==> config.mk <==
export PLATFORM = sky130hd
export DESIGN_NAME = mrr_exec
export DESIGN_NICKNAME = d
export VERILOG_FILES = /design/src/mrr_exec.v /design/src/mrr_decode.v
export VERILOG_INCLUDE_DIRS = /design/src
export SDC_FILE = /design/constraint.sdc
export NUM_CORES = 1
export LEC_CHECK = 0
export ABC_CLOCK_PERIOD_IN_PS = 2160
export BUFFER_PORTS_ARGS = -buffer_cell sky130_fd_sc_hd__buf_2
export CAP_MARGIN = 20
export CELL_PAD_IN_SITES_DETAIL_PLACEMENT = 1
export CELL_PAD_IN_SITES_GLOBAL_PLACEMENT = 1
export CORE_ASPECT_RATIO = 0.75
export CORE_MARGIN = 2
export CORE_UTILIZATION = 36
export CTS_CLUSTER_DIAMETER = 120
export DETAILED_ROUTE_END_ITERATION = 8
export PLACE_DENSITY = 0.88
export SYNTH_ARGS = -nofsm -noshare
export SYNTH_HDL_FRONTEND = slang
export SYNTH_SLANG_ARGS = --single-unit
==> constraint.sdc <==
create_clock -name CLK_I -period 2.16 [get_ports CLK_I]
set_input_delay 0.324 -clock CLK_I [delete_from_list [all_inputs] [get_ports CLK_I]]
set_output_delay 0.324 -clock CLK_I [all_outputs]
set_load 0.005 [all_outputs]
==> src/mrr_consts.vh <==
// constants for the move, return and rotate execution block
`ifndef MRR_CONSTS_VH
`define MRR_CONSTS_VH

`define MRR_INSTR_W 14
`define MRR_DATA_W 8
`define MRR_FADDR_W 7
`define MRR_PC_W 13

// decode masks and match values, don't-care bits are zero in the mask
`define MRR_MSK_ACC2FILE 14'h3F80
`define MRR_VAL_ACC2FILE 14'h0080
`define MRR_MSK_LIT2ACC 14'h3C00
`define MRR_VAL_LIT2ACC 14'h3000
`define MRR_MSK_IDLE 14'h3F9F
`define MRR_VAL_IDLE 14'h0000
`define MRR_MSK_IRQRET 14'h3FFF
`define MRR_VAL_IRQRET 14'h0009
`define MRR_MSK_LITRET 14'h3C00
`define MRR_VAL_LITRET 14'h3400
`define MRR_MSK_SUBRET 14'h3FFF
`define MRR_VAL_SUBRET 14'h0008
`define MRR_MSK_ROTL 14'h3F00
`define MRR_VAL_ROTL 14'h0D00

// field positions
`define MRR_DEST_BIT 7
`define MRR_GIE_BIT 7

// reset values
`define MRR_ACCUM_RST 8'h00
`define MRR_CARRY_RST 1'h0
`define MRR_GIE_RST 1'h0

// cycle counts per instruction
`define MRR_CYC_SHORT 2'h1
`define MRR_CYC_RETURN 2'h2

`endif

==> src/mrr_exec.v <==
// execution unit for accumulator moves, stack returns and left rotate
`timescale 1ns/1ps
`include "mrr_consts.vh"

module mrr_exec
#(
  parameter DATA_W = `MRR_DATA_W,
  parameter FADDR_W = `MRR_FADDR_W,
  parameter PC_W = `MRR_PC_W
)
(
  input wire CLK_I,
  input wire RSTN_I,
  input wire INSTR_VALID_I,
  input wire [`MRR_INSTR_W-1:0] INSTR_I,
  input wire [DATA_W-1:0] FILE_RDATA_I,
  input wire [PC_W-1:0] STACK_TOP_I,
  input wire GIE_CLR_I,
  output reg [DATA_W-1:0] ACCUM_O,
  output reg CARRY_O,
  output reg GIE_O,
  output reg FILE_WE_O,
  output reg [FADDR_W-1:0] FILE_ADDR_O,
  output reg [DATA_W-1:0] FILE_WDATA_O,
  output reg STACK_POP_O,
  output reg PC_LOAD_O,
  output reg [PC_W-1:0] PC_VALUE_O,
  output reg PC_INC_O,
  output reg BUSY_O,
  output reg ILLEGAL_O
);

  localparam ST_EXEC = 1'b0;
  localparam ST_FLUSH = 1'b1;

  ////////////////////////////////////////////////////////////////////////
  // decode

  wire is_acc2file;
  wire is_lit2acc;
  wire is_idle;
  wire is_irq_ret;
  wire is_lit_ret;
  wire is_sub_ret;
  wire is_rotl;
  wire is_known;

  mrr_decode u_decode
  (
    .instr_i(INSTR_I),
    .acc2file_o(is_acc2file),
    .lit2acc_o(is_lit2acc),
    .idle_o(is_idle),
    .irq_ret_o(is_irq_ret),
    .lit_ret_o(is_lit_ret),
    .sub_ret_o(is_sub_ret),
    .rotl_o(is_rotl),
    .known_o(is_known)
  );

  wire [DATA_W-1:0] literal = INSTR_I[DATA_W-1:0];
  wire [FADDR_W-1:0] faddr = INSTR_I[FADDR_W-1:0];
  wire dest_file = INSTR_I[`MRR_DEST_BIT];

  ////////////////////////////////////////////////////////////////////////
  // state

  reg state_ff;
  reg nxt_state;
  reg [DATA_W-1:0] nxt_accum;
  reg nxt_carry;
  reg nxt_gie;
  reg nxt_file_we;
  reg [FADDR_W-1:0] nxt_file_addr;
  reg [DATA_W-1:0] nxt_file_wdata;
  reg nxt_stack_pop;
  reg nxt_pc_load;
  reg [PC_W-1:0] nxt_pc_value;
  reg nxt_pc_inc;
  reg nxt_busy;
  reg nxt_illegal;
  reg [DATA_W-1:0] rot_result;
  reg rot_carry;

  // instruction is taken only when valid and no return is being flushed
  wire take = INSTR_VALID_I & (state_ff == ST_EXEC);

  always @*
  begin
    // rotate through carry, result and new carry
    {rot_carry, rot_result} = {FILE_RDATA_I, CARRY_O};

    nxt_state = state_ff;
    nxt_accum = ACCUM_O;
    nxt_carry = CARRY_O;
    nxt_gie = GIE_O;
    nxt_file_we = 1'b0;
    nxt_file_addr = FILE_ADDR_O;
    nxt_file_wdata = FILE_WDATA_O;
    nxt_stack_pop = 1'b0;
    nxt_pc_load = 1'b0;
    nxt_pc_value = PC_VALUE_O;
    nxt_pc_inc = 1'b0;
    nxt_busy = 1'b0;
    nxt_illegal = 1'b0;

    case (state_ff)
      ST_EXEC:
      begin
        if (take)
        begin
          if (is_acc2file)
          begin
            nxt_file_we = 1'b1;
            nxt_file_addr = faddr;
            nxt_file_wdata = ACCUM_O;
            nxt_pc_inc = 1'b1;
          end
          else if (is_lit2acc)
          begin
            nxt_accum = literal;
            nxt_pc_inc = 1'b1;
          end
          else if (is_rotl)
          begin
            nxt_carry = rot_carry;
            nxt_pc_inc = 1'b1;
            if (dest_file)
            begin
              nxt_file_we = 1'b1;
              nxt_file_addr = faddr;
              nxt_file_wdata = rot_result;
            end
            else
            begin
              nxt_accum = rot_result;
            end
          end
          else if (is_irq_ret | is_lit_ret | is_sub_ret)
          begin
            // the popped entry is the return address; the second cycle
            // discards the already-fetched word after it
            nxt_stack_pop = 1'b1;
            nxt_pc_load = 1'b1;
            nxt_pc_value = STACK_TOP_I;
            nxt_busy = 1'b1;
            nxt_state = ST_FLUSH;
            if (is_lit_ret)
            begin
              nxt_accum = literal;
            end
            if (is_irq_ret)
            begin
              nxt_gie = 1'b1;
            end
          end
          else if (is_idle)
          begin
            nxt_pc_inc = 1'b1;
          end
          else
          begin
            // words outside this group belong to other units; flagged
            // only so an integrator can see a word nobody executed
            nxt_illegal = ~is_known;
          end
        end
      end
      ST_FLUSH:
      begin
        nxt_state = ST_EXEC;
      end
      default:
      begin
        nxt_state = ST_EXEC;
      end
    endcase

    // interrupt entry clears the enable, but a return in the same
    // cycle sets it again: the set wins
    if (GIE_CLR_I & ~(take & is_irq_ret))
    begin
      nxt_gie = 1'b0;
    end
  end

  ////////////////////////////////////////////////////////////////////////
  // registers

  always @(posedge CLK_I or negedge RSTN_I)
  begin
    if (!RSTN_I)
    begin
      state_ff <= ST_EXEC;
      ACCUM_O <= `MRR_ACCUM_RST;
      CARRY_O <= `MRR_CARRY_RST;
      GIE_O <= `MRR_GIE_RST;
      FILE_WE_O <= 1'b0;
      FILE_ADDR_O <= {FADDR_W{1'b0}};
      FILE_WDATA_O <= {DATA_W{1'b0}};
      STACK_POP_O <= 1'b0;
      PC_LOAD_O <= 1'b0;
      PC_VALUE_O <= {PC_W{1'b0}};
      PC_INC_O <= 1'b0;
      BUSY_O <= 1'b0;
      ILLEGAL_O <= 1'b0;
    end
    else
    begin
      state_ff <= nxt_state;
      ACCUM_O <= nxt_accum;
      CARRY_O <= nxt_carry;
      GIE_O <= nxt_gie;
      FILE_WE_O <= nxt_file_we;
      FILE_ADDR_O <= nxt_file_addr;
      FILE_WDATA_O <= nxt_file_wdata;
      STACK_POP_O <= nxt_stack_pop;
      PC_LOAD_O <= nxt_pc_load;
      PC_VALUE_O <= nxt_pc_value;
      PC_INC_O <= nxt_pc_inc;
      BUSY_O <= nxt_busy;
      ILLEGAL_O <= nxt_illegal;
    end
  end

endmodule // mrr_exec

==> src/mrr_decode.v <==
// instruction word decoder for the move, return and rotate group
`timescale 1ns/1ps
`include "mrr_consts.vh"

module mrr_decode
(
  input wire [`MRR_INSTR_W-1:0] instr_i,
  output wire acc2file_o,
  output wire lit2acc_o,
  output wire idle_o,
  output wire irq_ret_o,
  output wire lit_ret_o,
  output wire sub_ret_o,
  output wire rotl_o,
  output wire known_o
);

  ////////////////////////////////////////////////////////////////////////
  // masked compares; bits outside each mask are ignored so an assembler
  // that leaves don't-care bits nonzero still decodes the same way
  assign acc2file_o =
    (instr_i & `MRR_MSK_ACC2FILE) == `MRR_VAL_ACC2FILE;
  assign lit2acc_o = (instr_i & `MRR_MSK_LIT2ACC) == `MRR_VAL_LIT2ACC;
  assign idle_o = (instr_i & `MRR_MSK_IDLE) == `MRR_VAL_IDLE;
  assign irq_ret_o = (instr_i & `MRR_MSK_IRQRET) == `MRR_VAL_IRQRET;
  assign lit_ret_o = (instr_i & `MRR_MSK_LITRET) == `MRR_VAL_LITRET;
  assign sub_ret_o = (instr_i & `MRR_MSK_SUBRET) == `MRR_VAL_SUBRET;
  assign rotl_o = (instr_i & `MRR_MSK_ROTL) == `MRR_VAL_ROTL;

  assign known_o = acc2file_o | lit2acc_o | idle_o | irq_ret_o |
    lit_ret_o | sub_ret_o | rotl_o;

endmodule // mrr_decode

[After elaboration in Yosys (flattened, before gate mapping)]
Cells that the tools add are included.
Word-level totals
  latch bits: 0
  ROM bits: 0
  flip-flop bits (word level): 43
  memories kept: 0
  input bits: 39
  word-level logic and storage cells: 101
  RAM bits: 0
Cells by class
  reduce and logical (&&, ||, !) cells: 13
  muxes and demuxes: 48
  shift operators: 0
  multipliers: 0
  div/mod/pow operators: 0
  magnitude comparators: 0
  bitwise operators: 17
  add/subtract/negate cells: 0
  equality and inequality tests: 12
Operators by type and width (count)
  two-way mux 8 bit: 9
  two-way mux 1 bit: 34
  == test 14 x 4 -> 1 bit, second input constant: 2
  two-way mux 7 bit: 4
  zero test 14 bit: 1
  AND reduction 6 bit: 2
  AND reduction 5 bit: 2
  nonzero test 2 bit: 5
  == test 4 bit, second input constant: 2
  bitwise OR 1 bit: 8
  == test 7 x 1 -> 1 bit, second input constant: 1
  AND reduction 7 bit: 1
  == test 6 x 4 -> 1 bit, second input constant: 1
  inequality test 2 bit, second input constant: 3
  inverter 1 bit: 6
  nonzero test 3 bit: 2
  inequality test 2 x 1 -> 1 bit, second input constant: 2
  AND 1 bit: 3
  inequality test 3 x 2 -> 1 bit, second input constant: 1
  case mux 1 bit (2 select lines): 1

[Logic depth before layout (Yosys ltp)]
Gate-level depths: netlist of run 1.
  depth in word-level cells: 15
  gate-level depth with buffers: 7
  mapped depth without buffers: 5

[By module]
From an unflattened synthesis of run 1, not the netlist that was laid out.
Unflattened totals
  cells, all modules: 146
  area total of the unflattened synthesis: 2037.0 µm²
Modules (own cells, without submodules)
  mrr_exec: area an instance 1900.6 µm², instances 1, cells each 125, seq. area each 1051.0 µm²
  mrr_decode: area an instance 136.4 µm², instances 1, cells each 21, seq. area each 0.0 µm²

[Least setup slack after synthesis of run 1]
OpenSTA, ideal clock, no wires.
  path type: input -> register
  from: input INSTR_I[12]
  to: register PC_VALUE_O[10]
  required time: 2.035 ns
  arrival time: 1.981 ns
  stages on the path: 6
  setup slack: 0.054 ns
  cells stage by stage: or3_4 or4b_4 o21ai_2 nand4_4 buf_6 mux2_4
Between the ends
  word-level cells in the longest chain between the ends: 4
  elaborated cells between the ends (all ways): 12
RTL lines
  from (decl): RTL line mrr_exec.v:15  | input wire [`MRR_INSTR_W-1:0] INSTR_I,
  == test 14 x 4 -> 1 bit (no line) / == test 4 bit (equally long branches)
  bitwise OR 1 bit (2 in a row): RTL line mrr_exec.v:139  | else if (is_irq_ret | is_lit_ret | is_sub_ret)
  AND reduction 6 bit (no line) *
  to (signal assigned): RTL line mrr_exec.v:203  | PC_VALUE_O <= {PC_W{1'b0}};
  to (signal assigned): RTL line mrr_exec.v:219  | PC_VALUE_O <= nxt_pc_value;
  to (decl): RTL line mrr_exec.v:27  | output reg [PC_W-1:0] PC_VALUE_O,
Mark *: on every way between the ends. The rest lies on a longest branch, timed or not.
A chain may end at the register's enable or synchronous reset.

[Worst setup path after layout of run 1]
  from: input INSTR_I[12]
  to: register PC_VALUE_O[6]
The elaborated chain is that of the path after synthesis.

==> flow_summary.yaml, run 1 <==
critical_path:
  arrival_ns: 2.10
  path_class: "input port to register"
  cp-start-kind: "input port"
  end_kind: "register"
  worstRegToRegCells: 4
  cp_max_fo: 14
  required_ns: 2.33
min_path:
  hp-class: "input port to register"
  hold_depth: 2
placed_design:
  gp_congestion: 0.881
  dp_hpwl_um: 4450
  port_buffers: 82
  dp_cells: 314
layout:
  finalNetCount: 289
  diodes: 0
  multi_input_area_um2: 774
  drive_above_1_share: 0.530
  final_cells: 323
  syn_to_final_growth_pct: 37.3
  fillers: 570
  ff_latch_area_um2: 1050
logic_synthesis:
  synthArstFlopShare: 1.00
  synth_cell_types: 30
  yosysMostFrequentCell: "dfrtp_1"
  synth_area_leader_cell: "dfrtp_1"
  synth_edf_count: 0
  synthTopCellsByCount: "42 x dfrtp_1, 16 x mux2i_1, 13 x nor2_1"
  syn_area_um2: 1890
  yosysTopAreaCellShare: 0.556
  syn_avg_cell_area_um2: 12.5
  synthTopCellsByArea: "dfrtp_1 56%, mux2i_1 8.5%, mux2_4 7.1%"
  synth-seq-cells: 42
  ys_warn_count: 0
  ys_seq_area_frac: 0.556
  synth_cells: 151
  ys.flop_type: "dfrtp_1"
  syn_nets: 190
die:
  initial_core_util: 0.379
  fp.dieW_um: 87.7
  fp.dieArea_um2: 5850
  ios: 83
  row_count: 22
  die_h_um: 66.8
  core_area_um2: 4980
routing:
  wl_per_cell_um: 17.0
  num_vias: 1547
  vias_per_cell: 4.79
  ant_nets: 0
  routed_wl_um: 5500
  dr.pass1.iters: 4
  drt_iter0_markers: 44
  drc: 0
sta:
  fin_skew_ns: 0.00286
  slew_viol_final: 0
  hold_viol_final: 0
  holdWs_ns: 0.228
  worst_pin_slew_ns: 0.497
  max_freq_mhz: 518
  min_period_over_period: 0.893
  period_needed_ns: 1.93
  fin_setup_tns_ns: 0
  relSlewSlack: 0.668
  final-setup-viol-count: 0
  rsz0062_at_grt: "no"
power_and_ir_drop:
  p_per_area_nw_per_um2: 757
  p_leak_uw: 0.00146
  ir_drop_mv: 0.350
outcome:
  outcome: "complete, no violations"
cts:
  cts_tree: "yes"
  clk_pin_slew_ns: 0.07
  cts_resized: 0
  cts-htree-levels: 2
  cts_buffers: 5
  root_buffer: "clkbuf_8"
  clock-sinks: 42
  postCtsSetupRepairBufs: 0
  max-clock-path-buffers: 2
  insertion_delay_ns: 0.29
grt:
  grt-ovfl-total: 0
  antenna_found_initial: 0
  track_usage: 0.205
  grt_pass1_wl_um: 8760
  grt_pass1_vias: 1673
  grt_start_max_net_pins: 25
job:
  drv_cap: 0
## critical path, stage by stage
cell	delay, ns
buf_2	0.10
or3_4	0.38
or4b_4	0.55
o21ai_2	0.12
nand4_4	0.13
buf_12	0.19
mux2_4	0.30
## kinds of logic (layout without fill, tap and decap cells)
group                  count (synthesis)  count (layout)  synth area share
multiplexers                          37              37             0.228
flip-flops                            42              42             0.556
AND/OR/NAND/NOR                       39              39             0.112
buffers and inverters                 12             112            0.0344
AO/OA/AOI/OAI                         21              21            0.0702
## final cells by class
cell class	instances	area share
sequential	42	0.405
multi-input combinational	97	0.298
timing repair buffer	100	0.221
tap	72	0.0347
clock buffer	7	0.0333
inverter	4	0.00579
clock inverter	1	0.00193
## state kept, by name, indices dropped and copies added, names as in the netlist
signal / flops
PC_VALUE_O: 13
GIE_O: 1
FILE_ADDR_O: 7
BUSY_O: 1
PC_INC_O: 1
ACCUM_O: 8
FILE_WE_O: 1
FILE_WDATA_O: 8
ILLEGAL_O: 1
CARRY_O: 1
## report_power, final
group	switching [uW]	total [uW]	internal, uW
Sequential	87.4	1010	922
Clock	262	520	258
Combinational	187	436	248
Total	536	1960	1430
## cell usage in the layout (no fill, tap or decap), drive strengths merged
cell,count
a31oi,1
or2,1
nand2b,1
buf,99
nor2,13
nor2b,1
o21ai,9
clkinv,1
mux2,21
clkbuf,7
nand4,1
nand2,11
nor4,1
or4b,1
dlygate4sd3,1
nand3b,1
inv,4
a221oi,1
mux2i,16
or3,2
nor3b,1
dfrtp,42
o22ai,1
nand3,4
a21oi,9
or3b,1
## final timing paths
| path | startpoint | slack [ns] | end |
|---|---|---|---|
| worst max-delay path | INSTR_I[12] | 0.23 | PC_VALUE_O[6] |
| worst min-delay path | GIE_CLR_I | 0.23 | GIE_O |
| worst max register to register | BUSY_O | 0.51 | FILE_ADDR_O[3] |
| worst min register to register | FILE_WDATA_O[5] | 0.48 | FILE_WDATA_O[5] |
| max in group asynchronous | RSTN_I | 0.97 | FILE_ADDR_O[1] |
| min in group asynchronous | RSTN_I | 0.51 | FILE_WDATA_O[3] |
## through the flow
stage          instance area [um2]  setup WS, ns  power [uW]  utilization
2_1_floorplan                 1890        0.0538        1190            -
3_3_place_gp                  2490       -0.0252        1420        0.501
3_5_place_dp                  2490       -0.0738        1470        0.501
4_1_cts                       2590         0.233        1990        0.521
5_1_grt                       2590         0.172        2080        0.521
6_report                      2590         0.231        1960        0.521
## repair_timing
action,CTS,global route
hold buffers,1,0
endpoints found under the setup margin,0,0
hold endpoints to repair,19,0
## per-layer routing
metal / global-route usage / wire, um
met2: 0.357 / 2900
met4: 0.0596 / 69
met3: 0.0582 / 315
met5: 0 / 0
met1: 0.247 / 2210
Power figures use the tool's default switching activity.
==> run 2: changes to the inputs <==
--- a/config.mk
+++ b/config.mk
@@ -11,7 +11,6 @@
 export CAP_MARGIN = 20
 export CELL_PAD_IN_SITES_DETAIL_PLACEMENT = 1
 export CELL_PAD_IN_SITES_GLOBAL_PLACEMENT = 1
-export CORE_ASPECT_RATIO = 0.75
 export CORE_MARGIN = 2
 export CORE_UTILIZATION = 36
 export CTS_CLUSTER_DIAMETER = 120
==> flow_summary.yaml, run 2 (same netlist as run 1, synthesis figures left out) <==
grt:
  grt_pass1_wl_um: 8650
  grt_start_max_net_pins: 43
  grt_pass1_vias: 1749
  antenna_found_initial: 0
  grt-ovfl-total: 0
  track_usage: 0.191
critical_path:
  required_ns: 2.34
  end_kind: "register"
  cp-start-kind: "input port"
  arrival_ns: 2.13
  cp_max_fo: 14
  path_class: "input port to register"
routing:
  routed_wl_um: 5150
  drt_iter0_markers: 53
  num_vias: 1559
  ant_nets: 0
  dr.pass1.iters: 4
  wl_per_cell_um: 16.1
  drc: 0
  vias_per_cell: 4.87
power_and_ir_drop:
  p_total_uw: 2070
  switchingPower_uw: 527
  p_comb_frac: 0.209
  p_clk_frac: 0.305
  switching_share: 0.255
  p_per_area_nw_per_um2: 792
  ir_drop_mv: 0.348
  seq_power_share: 0.486
  p_leak_uw: 0.00146
  internal_power_uw: 1540
placed_design:
  gp_congestion: 0.804
  port_buffers: 82
  dp_hpwl_um: 3880
  dpl_cell_area_um2: 2500
die:
  ios: 83
  fp.dieArea_um2: 5850
  initial_core_util: 0.373
  fp.dieW_um: 76.5
  core_area_um2: 5070
  die_h_um: 76.5
  row_count: 26
cts:
  clock-sinks: 42
  clk_pin_slew_ns: 0.08
  root_buffer: "clkbuf_8"
  cts-htree-levels: 2
  cts_resized: 0
  max-clock-path-buffers: 2
  cts-hold-fix-buffers: 0
  insertion_delay_ns: 0.29
  cts_tree: "yes"
  postCtsSetupRepairBufs: 0
  cts_buffers: 5
layout:
  syn_to_final_growth_pct: 38.1
  fin_area_um2: 2610
  final_common_cell: "buf_2"
  top_register: "PC_VALUE_O"
  drive_above_1_share: 0.536
  layout_common_cells: "82 x buf_2, 42 x dfrtp_1, 16 x mux2i_1, 16 x buf_4, 13 x nor2_1"
  diodes: 0
  reg_top3: "PC_VALUE_O (13), ACCUM_O (8), FILE_WDATA_O (8)"
  largest_reg_flops: 13
  fillers: 582
  finalNetCount: 289
sta:
  final-setup-viol-count: 0
  hold_viol_final: 0
  relSlewSlack: 0.376
  period_needed_ns: 1.95
  worst_pin_slew_ns: 0.936
  slew_viol_final: 0
  max_freq_mhz: 512
  rsz0062_at_grt: "no"
  fin_skew_ns: 0.00380
  min_period_over_period: 0.904
job:
  drv_cap: 0
outcome:
  outcome: "complete, no violations"
min_path:
  hp-class: "input port to async pin"
-- run 2: cell types whose count changed in the layout (fill, tap and decap cells not counted) --
cell and delta:
dlygate4sd3_1 -1, clkinv_2 -1, buf_4 +1, clkbuf_1 -1, bufinv_16 +1
-- run 2: area by class of cell --
| cell class | instances | area [um2] | area share |
|---|---|---|---|
| sequential | 42 | 1050 | 0.402 |
| multi-input combinational | 97 | 774 | 0.297 |
| timing repair buffer | 100 | 571 | 0.218 |
| tap | 70 | 87.6 | 0.0335 |
| clock buffer | 6 | 82.6 | 0.0316 |
| clock inverter | 1 | 30.0 | 0.0115 |
| inverter | 4 | 15.0 | 0.00575 |
-- run 2: critical path, cell delays in order --
cell     delay [ns]
buf_2          0.11
or3_4          0.39
or4b_4         0.56
o21ai_2        0.12
nand4_4        0.13
buf_12         0.19
mux2_4         0.29
-- run 2: routing by layer --
layer,GRT usage,vias to the layer above,part of all wire
met1,0.208,763,0.38
li1,-,721,-
met3,0.0652,14,0.064
met2,0.339,61,0.53
met5,0,-,0
met4,0.0764,0,0.025
-- run 2: path summary, 6_finish.rpt --
| kind | to | depth (start not counted) | startpoint | slack [ns] |
|---|---|---|---|---|
| max | PC_VALUE_O[8] | 7 | INSTR_I[12] | 0.21 |
| min | FILE_WDATA_O[6] | 1 | RSTN_I | 0.18 |
| max reg2reg | FILE_ADDR_O[0] | 4 | BUSY_O | 0.50 |
| min reg2reg | FILE_WDATA_O[7] | 2 | FILE_WDATA_O[7] | 0.48 |
| max in group asynchronous | ILLEGAL_O | 1 | RSTN_I | 1.40 |
| min in group CLK_I | GIE_O | 2 | GIE_CLR_I | 0.26 |
-- run 2: power by group through the flow --
| stage | clock (uW) | sequential, uW | combinational [uW] |
|---|---|---|---|
| after floorplan | 0 | 1020 | 171 |
| after global placement | 0 | 1010 | 411 |
| after detailed placement | 0 | 1020 | 439 |
| after CTS | 653 | 1010 | 442 |
| after global routing | 691 | 1020 | 474 |
| final | 630 | 1010 | 433 |
-- run 2: stage by stage --
| step | util | worst slack (ns) | hold slack [ns] | cells | setup TNS (ns) |
|---|---|---|---|---|---|
| floorplan | - | 0.0538 | 0.0284 | 151 | 0 |
| global placement | 0.492 | -0.0444 | 0.456 | 313 | -0.467 |
| detailed placement | 0.492 | -0.0903 | 0.468 | 313 | -0.979 |
| CTS | 0.515 | 0.208 | 0.205 | 320 | 0 |
| global route | 0.515 | 0.177 | 0.240 | 320 | 0 |
| finish | 0.515 | 0.208 | 0.176 | 320 | 0 |
